===== src/include/fpec_consts.vh =====
// constants for the flash program and erase control block
`ifndef FPEC_CONSTS_VH
`define FPEC_CONSTS_VH
// register byte offsets
`define FPEC_OFS_CTRL   12'h000
`define FPEC_OFS_KEY    12'h004
`define FPEC_OFS_ADDR   12'h008
// program_control field positions
`define FPEC_BIT_TRIG   15
`define FPEC_BIT_ARM    14
`define FPEC_BIT_FAIL   13
`define FPEC_BIT_UVERR  12
`define FPEC_BIT_UVLIVE 11
`define FPEC_OP_HI      3
`define FPEC_OP_LO      0
// operation codes
`define FPEC_OP_CLEAR   4'h0
`define FPEC_OP_WORD    4'h1
`define FPEC_OP_ROW     4'h3
`define FPEC_OP_PAGE    4'h4
`define FPEC_OP_ARRAY   4'h5
// address alignment: 1 KB page, 128 byte row, 32-bit word
`define FPEC_PAGE_LSB   10
`define FPEC_ROW_LSB    7
`define FPEC_WORD_LSB   2
// reset values
`define FPEC_RST_ADDR   32'h0000_0000
`define FPEC_RST_OP     4'h0
`define FPEC_ZERO32     32'h0000_0000
// unlock key pair, values arbitrary
`define FPEC_KEY_FIRST  32'hC3C3_0F0F
`define FPEC_KEY_SECOND 32'h3C3C_F0F0
`endif


===== src/design/fpec_seq.v =====
// operation sequencer: protection check and flash handshake
`include "fpec_consts.vh"
`default_nettype none
module fpec_seq (
  input  wire        ref_clk_in,
  input  wire        por_resetn_in,
  input  wire        start_in,
  input  wire [3:0]  op_in,
  input  wire [31:0] addr_in,
  input  wire        abort_in,
  input  wire        array_protected_in,
  input  wire        target_protected_in,
  input  wire        flash_done_in,
  input  wire        flash_fail_in,
  output reg         flash_req_out,
  output reg         flash_abort_out,
  output reg  [3:0]  flash_cmd_out,
  output reg  [31:0] flash_addr_out,
  output reg         done_out,
  output reg         fail_out
);
  localparam S_IDLE  = 2'h0;
  localparam S_CHECK = 2'h1;
  localparam S_WAIT  = 2'h2;

  reg [1:0]  state;
  reg        real_op;
  reg        prot;
  reg [31:0] aligned;

  ////////////////////////////////////////////////////////////////
  // decode the code and align the target to its unit
  always @* begin
    real_op = 1'b1;
    aligned = addr_in;
    case (op_in)
      `FPEC_OP_WORD: aligned = {addr_in[31:`FPEC_WORD_LSB], {`FPEC_WORD_LSB{1'b0}}};
      `FPEC_OP_ROW: aligned = {addr_in[31:`FPEC_ROW_LSB], {`FPEC_ROW_LSB{1'b0}}};
      `FPEC_OP_PAGE: aligned = {addr_in[31:`FPEC_PAGE_LSB], {`FPEC_PAGE_LSB{1'b0}}};
      `FPEC_OP_ARRAY: aligned = `FPEC_ZERO32; // address disregarded
      default: real_op = 1'b0; // no-op and reserved codes
    endcase
  end

  // whole array needs every page free, others only the target
  always @* begin
    prot = (flash_cmd_out == `FPEC_OP_ARRAY) ? array_protected_in
                                              : target_protected_in;
  end

  ////////////////////////////////////////////////////////////////
  // state machine; protection is sampled on the latched address
  always @(posedge ref_clk_in or negedge por_resetn_in) begin
    if (!por_resetn_in) begin
      state           <= S_IDLE;
      flash_req_out   <= 1'b0;
      flash_abort_out <= 1'b0;
      flash_cmd_out   <= `FPEC_RST_OP;
      flash_addr_out  <= `FPEC_RST_ADDR;
      done_out        <= 1'b0;
      fail_out        <= 1'b0;
    end else begin
      done_out        <= 1'b0;
      flash_req_out   <= 1'b0;
      flash_abort_out <= 1'b0;
      case (state)
        S_IDLE: begin
          if (start_in) begin
            flash_cmd_out  <= op_in;
            flash_addr_out <= aligned;
            if (real_op) begin
              state <= S_CHECK;
            end else begin
              done_out <= 1'b1; // finishes next cycle
              fail_out <= 1'b0;
            end
          end
        end
        S_CHECK: begin
          if (prot | abort_in) begin
            done_out <= 1'b1; // nothing touched
            fail_out <= 1'b1;
            state    <= S_IDLE;
          end else begin
            flash_req_out <= 1'b1;
            state         <= S_WAIT;
          end
        end
        S_WAIT: begin
          if (abort_in) begin
            flash_abort_out <= 1'b1;
            done_out        <= 1'b1;
            fail_out        <= 1'b1;
            state           <= S_IDLE;
          end else if (flash_done_in) begin
            done_out <= 1'b1;
            fail_out <= flash_fail_in;
            state    <= S_IDLE;
          end
        end
        default: state <= S_IDLE;
      endcase
    end
  end
endmodule
`default_nettype wire


===== src/design/fpec_top.v =====
// flash program and erase control: APB registers, unlock and flags
`include "fpec_consts.vh"
`default_nettype none
module fpec_top #(
  parameter ADDR_W = 12
) (
  input  wire              ref_clk_in,
  input  wire              resetn_in,
  input  wire              por_resetn_in,
  // apb slave
  input  wire              psel_in,
  input  wire              penable_in,
  input  wire              pwrite_in,
  input  wire [ADDR_W-1:0] paddr_in,
  input  wire [31:0]       pwdata_in,
  output reg  [31:0]       prdata_out,
  output wire              pready_out,
  output wire              pslverr_out,
  // supply monitor
  input  wire              undervolt_sense_in,
  output wire              undervolt_monitor_en_out,
  // protection status from the array
  input  wire              array_protected_in,
  input  wire              target_protected_in,
  // flash array handshake
  input  wire              flash_done_in,
  input  wire              flash_fail_in,
  output wire              flash_req_out,
  output wire              flash_abort_out,
  output wire [3:0]        flash_cmd_out,
  output wire [31:0]       flash_addr_out,
  output wire              busy_out
);
  localparam U_IDLE = 2'h0;
  localparam U_HALF = 2'h1;
  localparam U_OPEN = 2'h2;

  // control and status state
  reg         write_arm;
  reg         trigger;
  reg         op_fail_flag;
  reg         undervolt_error_flag;
  reg         undervolt_live_flag;
  reg  [3:0]  operation_select;
  reg  [31:0] target_location;
  reg  [1:0]  unlock_state;
  reg  [1:0]  next_unlock_state;
  reg         bad_addr;
  reg  [31:0] next_rdata;
  reg         next_bad;

  wire        setup;
  wire        access;
  wire        wr;
  wire        hit_ctrl;
  wire        hit_key;
  wire        hit_addr;
  wire        wr_ctrl;
  wire        wr_key;
  wire        wr_addr;
  wire        unlocked;
  wire        start;
  wire        clear_flags;
  wire        seq_done;
  wire        seq_fail;
  wire        uv_level;
  wire [31:0] ctrl_view;

  ////////////////////////////////////////////////////////////////
  // apb decode; zero wait states so every access ends at once
  assign setup    = psel_in & ~penable_in;
  assign access   = psel_in & penable_in;
  assign wr       = access & pwrite_in;
  assign hit_ctrl = (paddr_in == `FPEC_OFS_CTRL);
  assign hit_key  = (paddr_in == `FPEC_OFS_KEY);
  assign hit_addr = (paddr_in == `FPEC_OFS_ADDR);
  assign wr_ctrl  = wr & hit_ctrl;
  assign wr_key   = wr & hit_key;
  assign wr_addr  = wr & hit_addr;

  assign pready_out  = 1'b1;
  assign pslverr_out = access & bad_addr; // unmapped offset

  ////////////////////////////////////////////////////////////////
  // unlock tracker: any access other than the expected one
  // drops the lock, so a stray store cannot start an erase
  always @* begin
    next_unlock_state = unlock_state;
    if (access) begin
      if (wr_key && pwdata_in == `FPEC_KEY_FIRST) begin
        next_unlock_state = U_HALF;
      end else if (unlock_state == U_HALF && wr_key &&
                   pwdata_in == `FPEC_KEY_SECOND) begin
        next_unlock_state = U_OPEN;
      end else begin
        next_unlock_state = U_IDLE; // deviation or used up
      end
    end
  end

  always @(posedge ref_clk_in or negedge resetn_in) begin
    if (!resetn_in) begin
      unlock_state <= U_IDLE;
    end else begin
      unlock_state <= next_unlock_state;
    end
  end

  // open only for the single access right after the second key
  assign unlocked = (unlock_state == U_OPEN);

  ////////////////////////////////////////////////////////////////
  // start condition uses the stored arm bit, not the written one
  assign start = wr_ctrl & pwdata_in[`FPEC_BIT_TRIG] & write_arm &
                 unlocked & ~trigger;
  assign clear_flags = start & (operation_select == `FPEC_OP_CLEAR);

  ////////////////////////////////////////////////////////////////
  // write_arm is the only program_control bit that device reset touches
  always @(posedge ref_clk_in or negedge resetn_in) begin
    if (!resetn_in) begin
      write_arm <= 1'b0;
    end else if (wr_ctrl) begin
      write_arm <= pwdata_in[`FPEC_BIT_ARM];
    end
  end

  // monitor runs only while armed
  assign undervolt_monitor_en_out = write_arm;
  assign uv_level = write_arm & undervolt_sense_in;

  ////////////////////////////////////////////////////////////////
  // trigger: set by an accepted start, cleared by the sequencer
  always @(posedge ref_clk_in or negedge por_resetn_in) begin
    if (!por_resetn_in) begin
      trigger <= 1'b0;
    end else if (start) begin
      trigger <= 1'b1;
    end else if (seq_done) begin
      trigger <= 1'b0; // hardware clear on finish
    end
  end

  assign busy_out = trigger;

  ////////////////////////////////////////////////////////////////
  // operation select: frozen while armed or busy; kept over
  // device reset so a resumed flow sees the same code
  always @(posedge ref_clk_in or negedge por_resetn_in) begin
    if (!por_resetn_in) begin
      operation_select <= `FPEC_RST_OP;
    end else if (wr_ctrl && !write_arm && !trigger) begin
      operation_select <= pwdata_in[`FPEC_OP_HI:`FPEC_OP_LO];
    end
  end

  ////////////////////////////////////////////////////////////////
  // target address, ignored while an operation runs
  always @(posedge ref_clk_in or negedge resetn_in) begin
    if (!resetn_in) begin
      target_location <= `FPEC_RST_ADDR;
    end else if (wr_addr && !trigger) begin
      target_location <= pwdata_in;
    end
  end

  ////////////////////////////////////////////////////////////////
  // status flags: a hardware set in the clearing cycle wins
  always @(posedge ref_clk_in or negedge por_resetn_in) begin
    if (!por_resetn_in) begin
      op_fail_flag         <= 1'b0;
      undervolt_error_flag <= 1'b0;
      undervolt_live_flag  <= 1'b0;
    end else begin
      if (seq_done) begin
        op_fail_flag <= seq_fail; // clean finish reads zero
      end else if (clear_flags) begin
        op_fail_flag <= 1'b0;
      end
      if (uv_level) begin
        undervolt_error_flag <= 1'b1;
      end else if (clear_flags) begin
        undervolt_error_flag <= 1'b0;
      end
      // live flag is a level, so resampling also covers the clear
      undervolt_live_flag <= uv_level;
    end
  end

  ////////////////////////////////////////////////////////////////
  // read view of program_control; holes read zero
  assign ctrl_view = {16'h0000,
                      trigger,
                      write_arm,
                      op_fail_flag,
                      undervolt_error_flag,
                      undervolt_live_flag,
                      7'h00,
                      operation_select};

  // read data is prepared in setup and held through access
  always @* begin
    next_rdata = `FPEC_ZERO32;
    next_bad   = 1'b0;
    if (hit_ctrl) begin
      next_rdata = ctrl_view;
    end else if (hit_key) begin
      next_rdata = `FPEC_ZERO32; // write-only port
    end else if (hit_addr) begin
      next_rdata = target_location;
    end else begin
      next_bad = 1'b1;
    end
  end

  always @(posedge ref_clk_in or negedge por_resetn_in) begin
    if (!por_resetn_in) begin
      prdata_out <= `FPEC_ZERO32;
      bad_addr   <= 1'b0;
    end else if (setup) begin
      prdata_out <= pwrite_in ? `FPEC_ZERO32 : next_rdata;
      bad_addr   <= next_bad;
    end
  end

  ////////////////////////////////////////////////////////////////
  // sequencer; an undervolt event during a run aborts it
  fpec_seq u_seq (
    .ref_clk_in          (ref_clk_in),
    .por_resetn_in       (por_resetn_in),
    .start_in            (start),
    .op_in               (operation_select),
    .addr_in             (target_location),
    .abort_in            (trigger & undervolt_live_flag),
    .array_protected_in  (array_protected_in),
    .target_protected_in (target_protected_in),
    .flash_done_in       (flash_done_in),
    .flash_fail_in       (flash_fail_in),
    .flash_req_out       (flash_req_out),
    .flash_abort_out     (flash_abort_out),
    .flash_cmd_out       (flash_cmd_out),
    .flash_addr_out      (flash_addr_out),
    .done_out            (seq_done),
    .fail_out            (seq_fail)
  );
endmodule
`default_nettype wire


===== config.mk =====
export PLATFORM = sky130hd
export DESIGN_NAME = fpec_top
export DESIGN_NICKNAME = d
export VERILOG_FILES = /design/src/design/fpec_seq.v /design/src/design/fpec_top.v
export VERILOG_INCLUDE_DIRS = /design/src /design/src/include
export SDC_FILE = /design/constraint.sdc
export NUM_CORES = 1
export LEC_CHECK = 0
export ABC_CLOCK_PERIOD_IN_PS = 2000
export BUFFER_PORTS_ARGS = -buffer_cell sky130_fd_sc_hd__buf_2
export CAP_MARGIN = 20
export CORE_ASPECT_RATIO = 1.25
export CORE_MARGIN = 2
export CORE_UTILIZATION = 48
export CTS_BUF_LIST = sky130_fd_sc_hd__clkbuf_16
export CTS_CLUSTER_DIAMETER = 50
export CTS_CLUSTER_SIZE = 10
export DETAILED_ROUTE_END_ITERATION = 10
export PLACE_DENSITY_LB_ADDON = 0.2
export REMOVE_ABC_BUFFERS = 1
export SETUP_SLACK_MARGIN = 0.15
export SLEW_MARGIN = 0
export SYNTH_ARGS = -nofsm -noshare
export SYNTH_HDL_FRONTEND = slang
export SYNTH_HIERARCHICAL = 1
export SYNTH_SLANG_ARGS = --single-unit
export TNS_END_PERCENT = 5

===== constraint.sdc =====
create_clock -name ref_clk_in -period 2 [get_ports ref_clk_in]
set_clock_uncertainty 0.1 [all_clocks]
set_input_delay 0 -clock ref_clk_in [delete_from_list [all_inputs] [get_ports ref_clk_in]]
set_output_delay 0 -clock ref_clk_in [all_outputs]
set_load 0.05 [all_outputs]

==> flow_metrics.py <==
metrics = {
    "logic_synthesis": {
        "yosys.area.top_type": "dfrtp_1",
        "ys_seq_area_share_pct": 58.1,
        "syn_inst": 391,
        "synth_area_per_cell_um2": 13.0,
        "synth_top_area_share_pct": 58.1,
        "ys_types": 43,
        "async_flop_share_pct": 100,
        "ys_dominant_reg_cell": "dfrtp_1",
        "netlist_area_mm2": 0.00509,
        "ys_top_cells_by_area": "dfrtp_1, mux2_4, a22o_1, nand2_1, mux2_2",
        "synth_edf_count": 0,
        "ys_ff_latch": 118,
        "ys_warn_count": 6,
    },
    "clock_tree": {
        "clock_sinks": 118,
        "cts_inserted_buffers": 17,
        "cts_buffer_depth": 2,
        "clockRootBuffer": "clkbuf_16",
        "cts_tree": "done",
        "clk_pin_slew_ns": 0.05,
        "clock_latency_ns": 0.40,
        "htreeDepth": 4,
    },
    "power": {
        "clockPowerShare_pct": 50.7,
        "vdd_drop_max_uv": 658,
        "internal-power_mw": 4.29,
        "power_mw": 5.42,
        "switching_share_pct": 20.9,
        "p_comb_share_pct": 5.1,
        "total_leakage_power_nw": 3.74,
        "netSwitchingPower_mw": 1.13,
        "power_density_mw_per_mm2": 767,
        "power_frac_seq_pct": 44.2,
    },
    "job": {
        "cap_violations": 0,
    },
    "worst_hold_path": {
        "hold_class": "in -> async",
    },
    "outcome": {
        "status": "finished, final reports clean",
    },
    "floorplan": {
        "dieArea_mm2": 0.0114,
        "fp.dieH_um": 119,
        "io_pins": 129,
        "rows": 42,
        "fp.coreArea_mm2": 0.0105,
        "die_w_um": 96.1,
        "start_util_pct": 48.6,
    },
    "sta": {
        "min_period_ns": 1.93,
        "hold_viol": 0,
        "finalSetupViolations": 0,
        "maxSlewHeadroom_pct": 44.7,
        "period_share_pct": 96.5,
        "fmax_ghz": 0.518,
        "rsz0062_at_grt": "true",
        "worst_slew_pin_slew_ns": 0.829,
        "hold_ws_ns": 0.0202,
        "slew_violations": 0,
    },
    "place": {
        "placed_cell_area_mm2": 0.00601,
        "post-place-cells": 651,
        "place_congestion": 0.902,
        "portBuffers": 127,
        "dp_hpwl_um": 9420,
    },
    "setup_path": {
        "path_cells": "nand4b_1 > or3_4 > nor2_4 > nand2_2 > buf_4 > a22o_1",
        "startpoint": "unlock_state[0]",
        "start_kind": "flip-flop",
        "rr_startpoint": "unlock_state[0]",
        "crit_path_end": "u_seq/flash_addr_out[26]",
        "path_class": "reg -> reg",
        "r2r_cells": 6,
        "cp_max_fo": 17,
        "slowest_delay_ns": 0.41,
        "r2r-end": "u_seq/flash_addr_out[26]",
        "end_kind": "flip-flop",
        "cp.arrival_ns": 2.12,
        "slowest_stage": "or3_4",
        "cp.depth": 6,
        "cp_top_family": "simple AND/OR/NAND/NOR gates",
        "crit_required_ns": 2.19,
        "critical_path_buf_inv_count": 1,
        "worst-r2r-setup-slack_ns": 0.07,
    },
    "grt": {
        "gr-usage-all-layers_pct": 24.8,
        "antenna_found_initial": 0,
        "grt_pass1_wl_um": 21200,
        "grt_max_degree": 45,
        "grt_overflow": 0,
        "grt_pass1_vias": 4143,
    },
    "layout": {
        "diodes": 0,
        "utilization_pct": 67.6,
        "layoutNonFillerInstCount": 728,
        "fin_nets": 644,
        "drive_above_1_share_pct": 39.1,
        "finish.instance_area_mm2": 0.00707,
        "area_growth_pct": 39.0,
    },
    "detailed_routing": {
        "drt-vias-per-instance": 5.52,
        "antenna_left": 0,
        "vias": 4022,
        "avgRoutedWirePerCell_um": 18.7,
        "drc": 0,
        "first_iter_violations": 196,
        "drtPass1Iterations": 4,
        "routed_wl_um": 13600,
    },
}
==> cells in the mapped netlist, types with 2 or more instances <==
| cell | instances |
|---|---|
| a21o_1 | 2 |
| a21oi_1 | 4 |
| a21oi_2 | 2 |
| a22o_1 | 51 |
| a31oi_1 | 2 |
| and2_1 | 3 |
| and3_1 | 2 |
| buf_1 | 3 |
| buf_2 | 5 |
| buf_6 | 3 |
| clkbuf_1 | 9 |
| dfrtp_1 | 118 |
| ha_1 | 4 |
| inv_1 | 5 |
| mux2_2 | 9 |
| mux2_4 | 31 |
| mux2i_1 | 10 |
| nand2_1 | 42 |
| nand2b_1 | 4 |
| nand3_1 | 3 |
| nand4_1 | 5 |
| nand4b_1 | 6 |
| nor2_1 | 10 |
| nor3_1 | 6 |
| nor3b_1 | 4 |
| nor4_1 | 5 |
| nor4_4 | 2 |
| nor4b_1 | 2 |
| o21a_1 | 2 |
| o21ai_0 | 18 |
| or4_1 | 5 |
| or4b_2 | 3 |
==> through the flow <==
step           setup TNS [ns]  setup WS (ns)
3_3_place_gp           -0.330        -0.0165
2_1_floorplan          -32.18         -0.972
5_1_grt                     0        0.00685
3_5_place_dp            -2.14         -0.105
4_1_cts                     0         0.0552
6_report                    0         0.0697
==> sequential cells by signal, indices dropped and copies added, names as in the netlist <==
register                  cells
unlock_state                  2
undervolt_monitor_en_out      1
u_seq/flash_req_out           1
u_seq/flash_abort_out         1
u_seq/flash_cmd_out           4
busy_out                      1
u_seq/flash_addr_out         32
u_seq/fail_out                1
prdata_out                   32
undervolt_error_flag          1
op_fail_flag                  1
bad_addr                      1
u_seq/done_out                1
undervolt_live_flag           1
target_location              32
u_seq/state                   2
operation_select              4
==> cell usage in the layout, fill, tap and decap left out, types with 3 or more instances in the layout <==
cell / synthesis / routed
nand4b_1: 6 / 6
nor3b_1: 4 / 3
or4b_2: 3 / 3
nand2b_1: 4 / 4
mux2i_1: 10 / 10
buf_12: 0 / 5
nand4_1: 5 / 5
nand3_1: 3 / 3
o21ai_0: 18 / 16
a21oi_2: 2 / 3
clkinv_2: 0 / 3
ha_1: 4 / 3
dfrtp_1: 118 / 118
nand2_1: 42 / 40
clkbuf_16: 0 / 17
nor3_1: 6 / 6
buf_2: 5 / 126
inv_1: 5 / 12
a22o_1: 51 / 51
buf_4: 1 / 16
nor4_1: 5 / 5
mux2_4: 31 / 31
dlygate4sd3_1: 0 / 46
or4_1: 5 / 5
buf_6: 3 / 3
a21oi_1: 4 / 3
nor2_1: 10 / 9
mux2_2: 9 / 9
==> power by group through the flow <==
stage               clock network [mW]  logic [mW]  registers (mW)
finish                            2.75       0.277            2.40
global route                      2.91       0.303            2.39
CTS                               2.80       0.278            2.40
detailed placement                   0       0.208            2.44
global placement                     0       0.205            2.44
floorplan                            0      0.0432            2.44
==> metal layers <==
layer | share of wire (%) | GRT usage (%) | up-vias
li1 | - | - | 1829
met1 | 40 | 30.7 | 2018
met2 | 51 | 41.1 | 149
met3 | 6.3 | 6.89 | 26
met4 | 2.2 | 8.84 | 0
met5 | 0 | 0 | -
==> cell type report <==
cell class,count,area (µm²)
Sequential cell,118,2950
Clock inverter,13,105
Tap cell,132,165
Timing Repair Buffer,196,1350
Clock buffer,17,425
Multi-Input combinational cell,247,2060
Inverter,5,18.8
Fill cell,783,3390
==> worst min-delay path by stage <==
stage | startpoint | endpoint | slack, ns
4_1_cts | pwrite_in | unlock_state[0] | 0.007
3_3_place_gp | por_resetn_in | prdata_out[24] | -0.09
6_report | por_resetn_in | prdata_out[24] | 0.02
3_5_place_dp | por_resetn_in | prdata_out[24] | -0.08
2_1_floorplan | por_resetn_in | bad_addr | -0.40
5_1_grt | pwrite_in | unlock_state[0] | 0.04
==> worst register-to-register path, stage by stage (launching register included) <==
cell and delay, ns:
dfrtp_1 0.38, nand4b_1 0.20, or3_4 0.41, nor2_4 0.12, nand2_2 0.12, buf_4 0.23, a22o_1 0.26
==> cell families (layout without fill, tap and decap cells) <==
logic type               count (synthesis)  in the layout  synth area share [%]
buffers and inverters                   26            231                  2.56
other                                    1              1                0.0737
flip-flops                             118            118                  58.1
AND/OR/NAND/NOR                        109            109                  12.8
AO/OA/AOI/OAI                           83             83                  12.4
adder cells (fa/ha/maj)                  4              4                 0.984
multiplexers                            50             50                  13.1
==> what timing repair did <==
item,CTS,global route
hold buffers,46,0
buffers inserted,1,0
hold endpoints to repair,166,0
pin swaps,1,2
resized for setup,5,13
setup endpoints to repair,39,39
Power figures use the tool's default switching activity.
